==> src/pkg/tcb_pkg.sv <==
// Purpose: Shared constants for the timer control-B clear/set path.
// Assumes: APB slave, 32-bit data, byte addresses.
// Notes: Offsets and fields of control B and its aliases.
package tcb_pkg;
	localparam logic [7:0] TCB_ADDR_CLR = 8'h04;
	localparam logic [7:0] TCB_ADDR_SET = 8'h08;
	localparam logic [7:0] TCB_ADDR_STATUS = 8'h0c;
	localparam logic [7:0] TCB_CTRLB_RESET = 8'h00;
	localparam int TCB_CMD_LSB = 5;
	localparam int TCB_CMD_MSB = 7;
	localparam int TCB_IDX_LSB = 3;
	localparam int TCB_IDX_MSB = 4;
	localparam int TCB_SINGLE_RUN_BIT_BIT = 2;
	localparam int TCB_LOCK_BIT = 1;
	localparam int TCB_DIR_BIT = 0;
	localparam logic [2:0] TCB_CMD_NONE = 3'h0;
	localparam logic [2:0] TCB_CMD_RETRIGGER = 3'h1;
	localparam logic [2:0] TCB_CMD_STOP = 3'h2;
	localparam logic [2:0] TCB_CMD_UPDATE = 3'h3;
	localparam logic [2:0] TCB_CMD_READ_SYNC = 3'h4;
	localparam logic [2:0] TCB_CMD_DMA = 3'h5;
	localparam logic [1:0] TCB_IDX_TOGGLE = 2'h0;
	localparam logic [1:0] TCB_IDX_FORCE_B = 2'h1;
	localparam logic [1:0] TCB_IDX_FORCE_A = 2'h2;
	localparam logic [1:0] TCB_IDX_HOLD = 2'h3;
	localparam logic [15:0] TCB_PRESC_RESET = 16'h0003;
	localparam logic [15:0] TCB_PERIOD_RESET = 16'h00ff;
endpackage

==> src/hdl/tcb_ctrl.sv <==
// Purpose: Control-B command, ramp index and one-shot path of a timer.
// Assumes: APB slave; prescaled tick made by an internal prescaler.
// Notes: Clear alias writes ones to clear, set alias writes ones to set, one shared image.
// Contract
// - Clear alias clears control bits without read-modify-write; set alias shows the same state.
// - Command 1 retriggers, 2 stops, 3 forces a buffer update, 0 does nothing.
// - Command 4 forces a count read sync and command 5 issues one DMA trigger.
// - A written command runs on the next prescaled timer tick.
// - An executed command reads back as zero.
// - Clear alias: zeros to the command field do nothing, any one cancels the pending command.
// - Ramp index command forces cycle A/B changes in the dual-slope modes.
// - Ramp index 0 toggles, 1 forces B, 2 forces A, 3 holds the current cycle.
// - Pending ramp index command runs at the update condition, toggles, sets, clears or holds the flag and clears itself.
// - Clear alias: zeros to the ramp index field do nothing, any one cancels it.
// - With one-shot set, the counter stops at the next wrap or on a stop command.
// - Writing zero to one-shot through the clear alias leaves it unchanged.
`timescale 1ns/1ps
module tcb_ctrl
	import tcb_pkg::*;
#(
	parameter int CNT_W = 16
)
(
	input wire logic clk_i, // 40 MHz clock
	input wire logic nrst_i, // Sync reset, active low
	input wire logic psel_i, // APB select
	input wire logic penable_i, // APB enable
	input wire logic pwrite_i, // APB write
	input wire logic [7:0] paddr_i, // APB byte address
	input wire logic [31:0] pwdata_i, // APB write data
	output logic [31:0] prdata_o, // APB read data
	output logic pready_o, // APB ready
	output logic pslverr_o, // APB error
	input wire logic dual_ramp_mode_i, // Dual-slope ramp mode active
	input wire logic [15:0] presc_i, // Prescaler reload (ticks every presc+1)
	input wire logic [CNT_W-1:0] period_i, // Counter top
	output logic running_o, // Counter running
	output logic [CNT_W-1:0] count_o, // Counter value
	output logic ramp_index_flag_o, // Current ramp cycle, 1 = B
	output logic buffer_update_o, // Buffered registers copied (pulse)
	output logic read_sync_o, // Count read sync done (pulse)
	output logic single_dma_trigger_o // DMA trigger (pulse)
);
	logic [7:0] ctrlb_r;
	logic [15:0] presc_cnt_r;
	logic tick_r;
	logic [CNT_W-1:0] count_r;
	logic running_r;
	logic idx_r;
	logic [31:0] rdata_r;
	logic ready_r;
	logic err_r;
	logic upd_r;
	logic rsync_r;
	logic dma_r;
	logic wr_acc;
	logic wr_clr;
	logic wr_set;
	logic [7:0] wbyte;
	logic [2:0] cmd;
	logic [1:0] ramp_index_command;
	logic wrap;
	logic map_hit;

	// Write lands on the edge where the master sees pready high
	assign wr_acc = psel_i && penable_i && pwrite_i && ready_r;
	assign wr_clr = wr_acc && (paddr_i == TCB_ADDR_CLR);
	assign wr_set = wr_acc && (paddr_i == TCB_ADDR_SET);
	assign wbyte = pwdata_i[7:0];
	assign cmd = ctrlb_r[TCB_CMD_MSB:TCB_CMD_LSB];
	assign ramp_index_command = ctrlb_r[TCB_IDX_MSB:TCB_IDX_LSB];
	assign map_hit = (paddr_i == TCB_ADDR_CLR) || (paddr_i == TCB_ADDR_SET)
		|| (paddr_i == TCB_ADDR_STATUS);
	// Up-count wrap is the update condition
	assign wrap = tick_r && running_r && (count_r == period_i);

	// Prescaler making the timer tick
	always_ff @(posedge clk_i)
	begin
		if (!nrst_i)
		begin
			presc_cnt_r <= TCB_PRESC_RESET;
			tick_r <= 1'b0;
		end
		else if (presc_cnt_r == 16'h0000)
		begin
			presc_cnt_r <= presc_i;
			tick_r <= 1'b1;
		end
		else
		begin
			presc_cnt_r <= presc_cnt_r - 16'h0001;
			tick_r <= 1'b0;
		end
	end

	// Control B, one image behind both aliases
	always_ff @(posedge clk_i)
	begin
		if (!nrst_i)
			ctrlb_r <= TCB_CTRLB_RESET;
		else
		begin
			if (wr_clr)
			begin
				ctrlb_r[TCB_DIR_BIT] <= ctrlb_r[TCB_DIR_BIT] & ~wbyte[TCB_DIR_BIT];
				ctrlb_r[TCB_LOCK_BIT] <= ctrlb_r[TCB_LOCK_BIT] & ~wbyte[TCB_LOCK_BIT];
				ctrlb_r[TCB_SINGLE_RUN_BIT_BIT] <= ctrlb_r[TCB_SINGLE_RUN_BIT_BIT]
					& ~wbyte[TCB_SINGLE_RUN_BIT_BIT];
				if (wbyte[TCB_CMD_MSB:TCB_CMD_LSB] != TCB_CMD_NONE)
					ctrlb_r[TCB_CMD_MSB:TCB_CMD_LSB] <= TCB_CMD_NONE;
				else if (tick_r)
					ctrlb_r[TCB_CMD_MSB:TCB_CMD_LSB] <= TCB_CMD_NONE;
				if (wbyte[TCB_IDX_MSB:TCB_IDX_LSB] != TCB_IDX_TOGGLE)
					ctrlb_r[TCB_IDX_MSB:TCB_IDX_LSB] <= TCB_IDX_TOGGLE;
				else if (wrap)
					ctrlb_r[TCB_IDX_MSB:TCB_IDX_LSB] <= TCB_IDX_TOGGLE;
			end
			else if (wr_set)
			begin
				ctrlb_r[2:0] <= ctrlb_r[2:0] | wbyte[2:0];
				if (wbyte[TCB_CMD_MSB:TCB_CMD_LSB] != TCB_CMD_NONE)
					ctrlb_r[TCB_CMD_MSB:TCB_CMD_LSB] <= wbyte[TCB_CMD_MSB:TCB_CMD_LSB];
				else if (tick_r)
					ctrlb_r[TCB_CMD_MSB:TCB_CMD_LSB] <= TCB_CMD_NONE;
				if (wbyte[TCB_IDX_MSB:TCB_IDX_LSB] != TCB_IDX_TOGGLE)
					ctrlb_r[TCB_IDX_MSB:TCB_IDX_LSB] <= wbyte[TCB_IDX_MSB:TCB_IDX_LSB];
				else if (wrap)
					ctrlb_r[TCB_IDX_MSB:TCB_IDX_LSB] <= TCB_IDX_TOGGLE;
			end
			else
			begin
				if (tick_r)
					ctrlb_r[TCB_CMD_MSB:TCB_CMD_LSB] <= TCB_CMD_NONE;
				if (wrap)
					ctrlb_r[TCB_IDX_MSB:TCB_IDX_LSB] <= TCB_IDX_TOGGLE;
			end
		end
	end

	// Counter, run state and commands on the tick
	always_ff @(posedge clk_i)
	begin
		if (!nrst_i)
		begin
			count_r <= '0;
			running_r <= 1'b0;
		end
		else if (tick_r)
		begin
			if (cmd == TCB_CMD_RETRIGGER)
			begin
				count_r <= '0;
				running_r <= 1'b1;
			end
			else if (cmd == TCB_CMD_STOP)
				running_r <= 1'b0;
			else if (running_r)
			begin
				if (count_r == period_i)
				begin
					count_r <= '0;
					if (ctrlb_r[TCB_SINGLE_RUN_BIT_BIT])
						running_r <= 1'b0;
				end
				else
					count_r <= count_r + {{(CNT_W-1){1'b0}}, 1'b1};
			end
		end
	end

	// Command pulses
	always_ff @(posedge clk_i)
	begin
		if (!nrst_i)
		begin
			upd_r <= 1'b0;
			rsync_r <= 1'b0;
			dma_r <= 1'b0;
		end
		else
		begin
			upd_r <= (tick_r && cmd == TCB_CMD_UPDATE)
				|| (wrap && !ctrlb_r[TCB_LOCK_BIT]);
			rsync_r <= tick_r && cmd == TCB_CMD_READ_SYNC;
			dma_r <= tick_r && cmd == TCB_CMD_DMA;
		end
	end

	// Ramp index flag, cycle B when set
	always_ff @(posedge clk_i)
	begin
		if (!nrst_i)
			idx_r <= 1'b0;
		else if (wrap && dual_ramp_mode_i)
		begin
			unique case (ramp_index_command)
				TCB_IDX_TOGGLE: idx_r <= ~idx_r;
				TCB_IDX_FORCE_B: idx_r <= 1'b1;
				TCB_IDX_FORCE_A: idx_r <= 1'b0;
				TCB_IDX_HOLD: idx_r <= idx_r;
			endcase
		end
	end

	// APB slave, one wait state
	always_ff @(posedge clk_i)
	begin
		if (!nrst_i)
		begin
			ready_r <= 1'b0;
			err_r <= 1'b0;
			rdata_r <= '0;
		end
		else if (psel_i && penable_i && !ready_r)
		begin
			ready_r <= 1'b1;
			err_r <= !map_hit;
			if (paddr_i == TCB_ADDR_CLR || paddr_i == TCB_ADDR_SET)
				rdata_r <= {24'h000000, ctrlb_r};
			else if (paddr_i == TCB_ADDR_STATUS)
				rdata_r <= {30'h0, running_r, idx_r};
			else
				rdata_r <= '0;
		end
		else
		begin
			ready_r <= 1'b0;
			err_r <= 1'b0;
		end
	end

	assign prdata_o = rdata_r;
	assign pready_o = ready_r;
	assign pslverr_o = err_r;
	assign running_o = running_r;
	assign count_o = count_r;
	assign ramp_index_flag_o = idx_r;
	assign buffer_update_o = upd_r;
	assign read_sync_o = rsync_r;
	assign single_dma_trigger_o = dma_r;
endmodule

==> config.mk <==
export PLATFORM = sky130hd
export DESIGN_NAME = tcb_ctrl
export DESIGN_NICKNAME = d
export VERILOG_FILES = /design/src/pkg/tcb_pkg.sv /design/src/hdl/tcb_ctrl.sv
export SDC_FILE = /design/constraint.sdc
export NUM_CORES = 1
export LEC_CHECK = 0
export ABC_AREA = 1
export ABC_CLOCK_PERIOD_IN_PS = 1890
export BUFFER_PORTS_ARGS = -buffer_cell sky130_fd_sc_hd__buf_2
export CAP_MARGIN = 20
export CORE_ASPECT_RATIO = 0.8
export CORE_UTILIZATION = 37
export DETAILED_ROUTE_END_ITERATION = 10
export HOLD_SLACK_MARGIN = 0.03
export SLEW_MARGIN = 15
export SYNTH_ARGS = -nofsm -noshare
export SYNTH_HDL_FRONTEND = slang
export SYNTH_SLANG_ARGS = --single-unit
==> constraint.sdc <==
create_clock -name clk_i -period 1.89 [get_ports clk_i]
set_input_delay 0 -clock clk_i [delete_from_list [all_inputs] [get_ports clk_i]]
set_output_delay 0 -clock clk_i [all_outputs]
set_load 0.02 [all_outputs]
# Yosys cells after proc, flatten, opt, wreduce, memory -nomap -nowiden
# Index checks and enable logic that the tools add are counted.
# totals
rom_bits	0
regBits	80
mem_bits_rw	0
output_inout_bits	55
latchBits	0
n_memories	0
# op_classes
n_div	0
n_eq_ne	13
shift	0
n_addsub	2
n_reduce_logical	28
muxes	24
n_mul	0
bitwise_logic	9
magnitude_cmp	0
# ops
cell	n
two-way mux 16 bit	5
adder 16 x 1 -> 16 bit, second input constant	1
equality test 16 bit	1
equality test 8 x 4 -> 1 bit, second input constant	2
zero test 16 bit	1
two-way mux 8 bit	2
subtractor 16 x 1 -> 16 bit, second input constant	1
logical AND 1 bit	13
two-way mux 3 bit	4
equality test 8 x 3 -> 1 bit, second input constant	1
two-way mux 2 bit	4
two-way mux 1 bit	7
equality test 3 x 2 -> 1 bit, second input constant	2
equality test 3 bit, second input constant	2
nonzero test 2 bit	3
two-way mux 5 bit	1
NOT 1 bit	5
equality test 2 bit, second input constant	2
AND reduction 2 bit	2
bitwise AND 1 bit	3
equality test 3 x 1 -> 1 bit, second input constant	1
zero test 1 bit	3
logical OR 1 bit	3
bitwise OR 3 bit	1
6 further kinds	6

# Depth between registers and ports, before layout
# Gate-level depths: netlist of the first run.
# logic_depth
word_depth	6
depth_mapped	13
depth_no_buf	12

# Least setup slack after synthesis of the first run
# OpenSTA, ideal clock, no wires.
# synth_timing
path_kind	register to register
from	register count_r[1] (netlist: count_o[1])
to	register count_r[8] (netlist: count_o[8])
path_slack_ps	315
path_buffers	0
t_arrival_ps	1458
stages_incl_launch_ff	9
setup_ps	116
path_cell_list	dfxtp_1 -> ha_1 -> nand2_1 -> nor3_2 -> nand2_1 -> nor2_4 -> nand2_1 -> xor2_1 -> nor2_2
# synth_between
elab_chain_cells	5
elab_cells_between_ends	6
# synth_rtl
item	line	text
from (decl)	tcb_ctrl.sv:47	logic [CNT_W-1:0] count_r;
from (signal assigned)	tcb_ctrl.sv:167	count_r <= count_r + {{(CNT_W-1){1'b0}}, 1'b1};
adder 16 x 1 -> 16 bit / equality test 16 bit (equally long branches)	tcb_ctrl.sv:167, tcb_ctrl.sv:160	
two-way mux 16 bit (*)	tcb_ctrl.sv:160	if (count_r == period_i)
two-way mux 16 bit (*)	tcb_ctrl.sv:158	else if (running_r)
two-way mux 16 bit (*)	tcb_ctrl.sv:156	else if (cmd == TCB_CMD_STOP)
two-way mux 16 bit (*)	tcb_ctrl.sv:151	if (cmd == TCB_CMD_RETRIGGER)
# Mark *: on every way between the ends. The rest lies on a longest branch, timed or not. The select of a mux whose other input is x is not followed.
# A chain may end at the register's enable or synchronous reset.

# Final worst setup path of the first run
# layout_timing
from	register count_r[0] (netlist: count_o[0])
to	register count_r[12] (netlist: count_o[12])
# The elaborated chain is that of the path after synthesis.

==> Flow_metrics.wiki, run 1 <==
{| class="wikitable"
! Metric !! Value
|-
| Global routing's busiest layer || met2
|-
| Area of the die || ~9600 sq um
|-
| Count of antenna-violating nets left after detailed routing || 0
|-
| Post-synthesis instance total || 515
|-
| Synthesized cell area || between 3000 and 4000 sq um
|-
| Number of global-route vias before repair || 2810
|-
| Pin slew with the least headroom to its limit || 0.599 ns
|-
| Overall overflow remaining after global route || 0
|-
| Ys Warns || 0
|-
| Least setup slack across all paths after layout || between 0.2 and 0.25 ns
|-
| Post-detailed-placement half-perimeter wirelength || between 6000 and 7000 um
|-
| Growth of design area from synthesis to finish || 24.7%
|-
| Share of post-route cells with drive strength above 1 || 22.4%
|-
| Pre-CTS setup slack || 0.212 ns
|-
| Number of top-level pins || 133
|-
| Worst Reg2Reg Path Length in Cells || 8
|-
| Synth top area share || 33.1%
|-
| Outcome || finished clean
|-
| Post-synthesis sequential area ratio || 33.1%
|-
| First-pass iteration count of the detailed router || 4
|-
| Worst min-delay path category || primary input to register
|-
| DR DRC count || 0
|-
| Height of the die || just under 90 um
|-
| Largest fanout on the critical path || 5
|-
| Sink Count || 56
|-
| Pin count of the biggest net entering global routing || 21
|-
| Pwr dens || 868 nW/um^2
|-
| Worst Hold Path Cells || 3
|-
| Final-layout fill cell count || 902
|-
| Worst Skew || 0.00708 ns
|-
| First-pass GRT wire length || 13300 um
|-
| Met1 track utilization from global routing || 26.1%
|-
| Synth area leaders || dfxtp_1, nand2_1, nor2_1
|-
| Share of total power in the clock network || 29.9%
|-
| Required arrival time at the worst endpoint || 2.07 ns
|-
| TritonCTS clock tree || built
|-
| Maximum frequency from static timing analysis || 0.595 GHz
|-
| Internal power contribution || 2.43 mW
|-
| Post-CTS Hold Fix Bufs || 19
|-
| Reg power frac || between 30% and 40%
|-
| Leakage || 2.01 nW
|-
| Total via count in the routed design || about 3300
|-
| Post-route standard cell area excluding fillers || approximately 4200 sq um
|-
| Most repeated library cell on the critical path || nand2_1
|-
| Skew-Pair Late Insertion Delay || just under 0.3 ns
|-
| Number of DRC violations after detailed-routing iteration 0 || around 110
|-
| Overall Global Routing Usage || 17.9%
|-
| Average size of a mapped cell || 6.58 sq um
|-
| Switching component of the power || 1.24 mW
|-
| Standard cell core area || 8670 sq um
|-
| Max-cap check violation count || 0
|-
| Number of unique standard cell types used by synthesis || 35
|-
| Nets || a little over 700
|-
| Slew margin rel. || 59.7%
|-
| Yosys top cell by area || dfxtp_1
|-
| Post-layout minimum cycle time || 1.68 ns
|-
| Worst-path clk slew || 0.07 ns
|-
| Number of buffers on the longest clock path || 2
|-
| Highest ir drop seen on vdd || between 0.0005 and 0.0006 V
|-
| Routed via count divided by cell count || around 4.5
|-
| Clock buffers created by TritonCTS || 5
|-
| Detailed-route wire length || 8270 um
|-
| CTS H-tree depth || 2
|-
| Routed wirelength normalized by instance count || 11.2 um
|-
| Max incr delay on CP || 0.41 ns
|-
| Final Hold Fails || 0
|-
| Number of standard-cell rows in the floorplan || 30
|-
| Antenna violations before repair || 0
|-
| Initial standard-cell utilization of the core || 39.1%
|-
| Slack of the worst reg-to-reg path || 0.21 ns
|-
| Cells resized by post-CTS repair || 0
|-
| Post-synthesis sequential element count || 56
|-
| Number of max-slew violations in the final report || 0
|-
| Root Buffer Master || clkbuf_16
|-
| Count of final setup violators || 0
|-
| Worst Setup Path Type || register to register
|-
| I/O Buffers || 84
|-
| Placement Cell Area || 3860 sq um
|-
| Met3 track demand over resource || about 2.9%
|-
| Worst endpoint data arrival time || roughly 1.9 ns
|-
| Type of origin of the critical path || register
|-
| Fraction of power spent switching nets || around 34%
|-
| Number of placed cells counting well taps || 709
|-
| Comb power frac || 30.3%
|-
| Capturing element type of the critical path || register
|-
| Worst path cell trace || ha_1, nand2_1, nor3_2, nand2_1, nor2_4, nand2_2, xor2_1, nor2_2
|-
| Routing usage on met2 || 27.3%
|-
| Die X || around 110 um
|-
| Count of buffers added by post-CTS timing repair for setup || 0
|-
| Aggregate negative setup slack || 0 ns
|-
| Antenna fix cells || 0
|-
| Fin crit share || 88.9%
|-
| Cell with the biggest individual delay on the critical path || dfxtp_1
|-
| Final non-filler cell total || between 700 and 800
|-
| Setup repair after global routing missed its margin || false
|-
| Final Wtd Congestion || 0.798
|}
==> per-layer routing <==
metal	vias to the layer above	part of all wire, %
met5	-	0
met4	0	1.0
met3	7	5.5
met2	92	43
met1	1433	51
li1	1791	-
==> cell usage after synthesis, drive strengths merged <==
cell and instances:
nor4 3, buf 30, o211ai 3, xnor2 10, clkinv 2, nand3b 2
xor2 13, nand3 22, nor2 73, clkbuf 4, dfxtp 56, o22ai 1
a31oi 6, o21bai 2, ha 5, inv 64, nor3 6, a21oi 25
or2 1, nand2 140, nand4 8, o21ai 38, conb 1
==> per-stage QoR <==
step	total power, mW	utilization (%)	hold slack [ns]
after global routing	3.93	48.8	0.0549
after detailed placement	2.56	44.5	0.226
final	3.67	48.8	0.0379
after global placement	2.54	44.5	0.224
after CTS	3.71	48.8	0.0312
after floorplan	2.32	-	0.130
==> cell usage in the layout (no fill, tap or decap) <==
cell           count
nor3_1             4
bufinv_16          1
nor2_2            15
o22ai_1            1
clkinv_4           1
ha_1               5
o21ai_1            2
or2_2              1
nand2_4            1
dlygate4sd3_1     19
o211ai_1           3
inv_1             51
nor3_2             2
buf_4              9
clkbuf_16          5
nand3_1           20
nand3_2            2
a31oi_1            6
o21bai_1           2
inv_2             13
dfxtp_1           56
a21oi_1           25
xnor2_1           10
o21ai_2            1
nor4_1             3
xor2_1            13
nand2_1          136
nor2_1            57
nand2_2            3
nand3b_1           2
buf_2             84
nor2_4             1
clkinv_1           2
o21ai_0           35
conb_1            24
clkbuf_8           1
nand4_1            8
==> critical path: cells and delay by family (launching register included) <==
| kind | cells | cell delay (ns) |
|---|---|---|
| and+or+nand+nor | 6 | 0.77 |
| DFF | 1 | 0.41 |
| adders and majority gates | 1 | 0.21 |
| xor gates and xnor gates | 1 | 0.19 |
==> logic make-up after synthesis <==
kind of cell | after synthesis | share of synthesized area, %
simple gates | 255 | 32.7
buf+inv | 100 | 14.5
compound gates | 75 | 11.8
flops | 56 | 33.1
xor+xnor | 23 | 5.94
fa+ha+maj | 5 | 1.85
other cells | 1 | 0.111
==> layout make-up <==
cell class	count	area (sq um)	share of cell area, %
clock buffer	6	139	3.28
timing repair buffer	112	678	16.0
multi-input combinational	382	1860	44.1
sequential	56	1120	26.5
tap	112	140	3.31
clock inverter	2	38.8	0.917
inverter	66	248	5.86
==> flip-flops by register name, summed over array words and instances, names as in the netlist, 5 cells and up, named ones only <==
name         count
ctrlb_r          5
presc_cnt_r     16
prdata_o         8
count_o         16
==> final timing paths <==
| kind | from | end |
|---|---|---|
| setup reg to reg | count_o[0] | count_o[12] |
| hold reg to reg | register | register |
| setup / recovery | count_o[0] | count_o[12] |
| hold / removal | presc_i[3] | presc_cnt_r[3] |
==> power by group through the flow <==
stage,Sequential [mW],Clock [mW],Combinational (mW)
floorplan,1.48,0,0.836
global placement,1.49,0,1.05
detailed placement,1.49,0,1.08
CTS,1.46,1.13,1.11
global route,1.48,1.17,1.28
finish,1.46,1.10,1.11
Power figures use the tool's default switching activity.
==> inputs of run 2 (changes only) <==
PLACE_DENSITY = 0.61   (was default)
==> run 2 against run 1 <==
  * First-iteration DRC count grew 71%
  * Worst setup slack worse by 0.013 ns
  * Die area unchanged
  * Critical path depth stayed put
  * Sequential power barely moved
  * Total power decreased by 4.5%
  * Global-route usage shrank 0.63 points
  * Combinational power about the same
  * Non-clock buffer count rose by 2
  * Core utilization shrank 0.058 points
  * Critical path type unchanged
  * Largest power group unchanged
  * Highest routed layer unchanged
==> Flow_metrics.wiki, run 2 (same netlist as run 1, synthesis figures left out) <==
{| class="wikitable"
! Metric !! Value
|-
| Critical path's top delay family || simple AND/OR/NAND/NOR gates (unchanged)
|-
| Number of global-route vias before repair || 2812 (was 2810)
|-
| Worst Setup Path Type || register to register (unchanged)
|-
| Worst path bufs/invs || 0 (unchanged)
|-
| Final core area utilization || 48.7% (was 48.8%)
|-
| First-pass iteration count of the detailed router || 4 (unchanged)
|-
| Slew margin rel. || 63.2% (was 59.7%)
|-
| Nets || 708 (was 706)
|-
| CTS H-tree depth || 2 (unchanged)
|-
| Post-layout minimum cycle time || 1.69 ns (was 1.68 ns)
|-
| Number of top-level pins || 133 (unchanged)
|-
| Initial standard-cell utilization of the core || 39.1% (unchanged)
|-
| Reg power frac || 41.8% (was 39.8%)
|-
| I/O Buffers || 84 (unchanged)
|-
| Worst endpoint data arrival time || 1.88 ns (was 1.86 ns)
|-
| Number of standard-cell rows in the floorplan || 30 (unchanged)
|-
| Routed via count divided by cell count || 4.55 (was 4.51)
|-
| Fin crit share || 89.6% (was 88.9%)
|-
| Height of the die || 87.6 um (unchanged)
|-
| Comb power frac || 31.6% (was 30.3%)
|-
| Final Wtd Congestion || 0.801 (was 0.798)
|-
| Worst Skew || 0.0105 ns (was 0.00708 ns)
|-
| Maximum frequency from static timing analysis || 0.591 GHz (was 0.595 GHz)
|-
| Cell with the biggest individual delay on the critical path || dfxtp_1 (unchanged)
|-
| Placement Cell Area || 3850 sq um (was 3860 sq um)
|-
| Max incr delay on CP || 0.41 ns (about the same)
|-
| Share of total power in the clock network || 26.6% (was 29.9%)
|-
| Leakage || 2.02 nW (was 2.01 nW)
|-
| Type of origin of the critical path || register (unchanged)
|-
| Antenna fix cells || 0 (unchanged)
|-
| Setup repair after global routing missed its margin || false (unchanged)
|-
| Max-cap check violation count || 0 (unchanged)
|-
| Pin slew with the least headroom to its limit || 0.547 ns (was 0.599 ns)
|-
| Pre-CTS setup slack || 0.173 ns (was 0.212 ns)
|-
| Worst min-delay path category || primary input to register (unchanged)
|-
| Overall overflow remaining after global route || 0 (unchanged)
|-
| Area of the die || 9550 sq um (unchanged)
|-
| Number of max-slew violations in the final report || 0 (unchanged)
|-
| Root Buffer Master || clkbuf_16 (unchanged)
|-
| Highest ir drop seen on vdd || 0.000418 V (was 0.000510 V)
|-
| Detailed-route wire length || 8130 um (was 8270 um)
|-
| Total via count in the routed design || 3359 (was 3323)
|-
| Internal power contribution || 2.27 mW (was 2.43 mW)
|-
| Sink Count || 56 (unchanged)
|-
| Post-detailed-placement half-perimeter wirelength || 6270 um (was 6350 um)
|-
| Share of post-route cells with drive strength above 1 || 22.4% (about the same)
|-
| Power consumption || 3.50 mW (was 3.67 mW)
|-
| Fraction of power spent switching nets || 35.1% (was 33.7%)
|-
| Clock buffers created by TritonCTS || 5 (unchanged)
|-
| Most common cell after layout, fill and taps aside || nand2_1 (unchanged)
|-
| Final Hold Fails || 0 (unchanged)
|-
| Antenna violations before repair || 0 (unchanged)
|-
| Commonest non-fill, non-tap cells in the layout || nand2_1, buf_2, nor2_1 (unchanged)
|-
| Post-route standard cell area excluding fillers || 4220 sq um (was 4230 sq um)
|-
| Number of DRC violations after detailed-routing iteration 0 || 191 (was 112)
|-
| Count of antenna-violating nets left after detailed routing || 0 (unchanged)
|-
| Outcome || finished clean (unchanged)
|-
| Pin count of the biggest net entering global routing || 20 (was 21)
|-
| Number of buffers on the longest clock path || 2 (unchanged)
|-
| Capturing element type of the critical path || register (unchanged)
|-
| Growth of design area from synthesis to finish || 24.6% (was 24.7%)
|-
| Aggregate negative setup slack || 0 ns (unchanged)
|-
| Routed wirelength normalized by instance count || 11.0 um (was 11.2 um)
|-
| Die X || 109 um (unchanged)
|-
| TritonCTS clock tree || built (unchanged)
|-
| Worst path cell trace || ha_1, nand2_1, nor3_4, nand2_1, nor2_4, nand2_2, xor2_1, nor2_2 (was ha_1, nand2_1, nor3_2, nand2_1, nor2_4, nand2_2, xor2_1, nor2_2)
|-
| Count of final setup violators || 0 (unchanged)
|-
| DR DRC count || 0 (unchanged)
|-
| Skew-Pair Late Insertion Delay || 0.29 ns (about the same)
|-
| Standard cell core area || 8670 sq um (unchanged)
|-
| First-pass GRT wire length || 12900 um (was 13300 um)
|-
| Pwr dens || 829 nW/um^2 (was 868 nW/um^2)
|-
| Most repeated library cell on the critical path || nand2_1 (unchanged)
|-
| Worst-path clk slew || 0.08 ns (was 0.07 ns)
|-
| Largest fanout on the critical path || 5 (unchanged)
|-
| Least setup slack across all paths after layout || 0.197 ns (was 0.210 ns)
|-
| Required arrival time at the worst endpoint || 2.07 ns (about the same)
|-
| Overall Global Routing Usage || 17.3% (was 17.9%)
|-
| Switching component of the power || 1.23 mW (was 1.24 mW)
|}
-- run 2: cell types whose count changed in the layout (fill, tap and decap cells not counted), sizes merged --
cell and change:
dlygate4sd3 +2, bufinv -1, clkbuf -1, clkinvlp +1, inv +1
-- run 2: worst reg2reg max path, cell delays in order, from the launching register on --
cell     delay (ns)
dfxtp_1        0.41
ha_1           0.24
nand2_1        0.12
nor3_4         0.21
nand2_1        0.13
nor2_4         0.16
nand2_2        0.08
xor2_1         0.18
nor2_2         0.06
-- run 2: routing by layer --
layer,GRT usage [%],wire length (um),vias up
met1,25.4,4240,1466
met2,26.3,3470,94
met4,4.05,63,0
met5,0,0,-
met3,2.60,353,4
li1,-,-,1795
-- run 2: final cells by class --
type	instances	area, sq um
clock buffers	5	125
clock inverters	3	21.3
flip-flops and latches	56	1120
repair buffers	114	698
fillers	885	4450
well taps	112	140
multi-input cells	382	1870
inverters	66	248
-- run 2: worst paths after layout --
check / slack, ns / cells past startpoint / startpoint / endpoint
max: 0.20 / 8 / count_o[0] / count_o[12]
min: 0.05 / 4 / presc_i[12] / presc_cnt_r[12]
max reg2reg: 0.20 / 8 / count_o[0] / count_o[12]
min reg2reg: 0.46 / 2 / register / register
-- run 2: timing repair --
action,CTS,global route
endpoints found under the hold margin,21,0
hold buffers,21,0
buffers inserted,0,1
setup endpoints to repair,0,4
gates resized for setup,0,1
-- run 2: stage by stage --
stage	std cells	hold WS (ns)
detailed placement	708	0.228
finish	738	0.0491
floorplan	538	0.130
CTS	737	0.0502
global route	738	0.0558
global placement	708	0.220
-- run 2: power groups by stage --
stage          Combinational (mW)  Clock (mW)  Sequential, mW
6_report                     1.11       0.931            1.46
5_1_grt                      1.28        1.00            1.49
4_1_cts                      1.10       0.959            1.46
3_5_place_dp                 1.06           0            1.49
3_3_place_gp                 1.04           0            1.49
2_1_floorplan               0.836           0            1.48
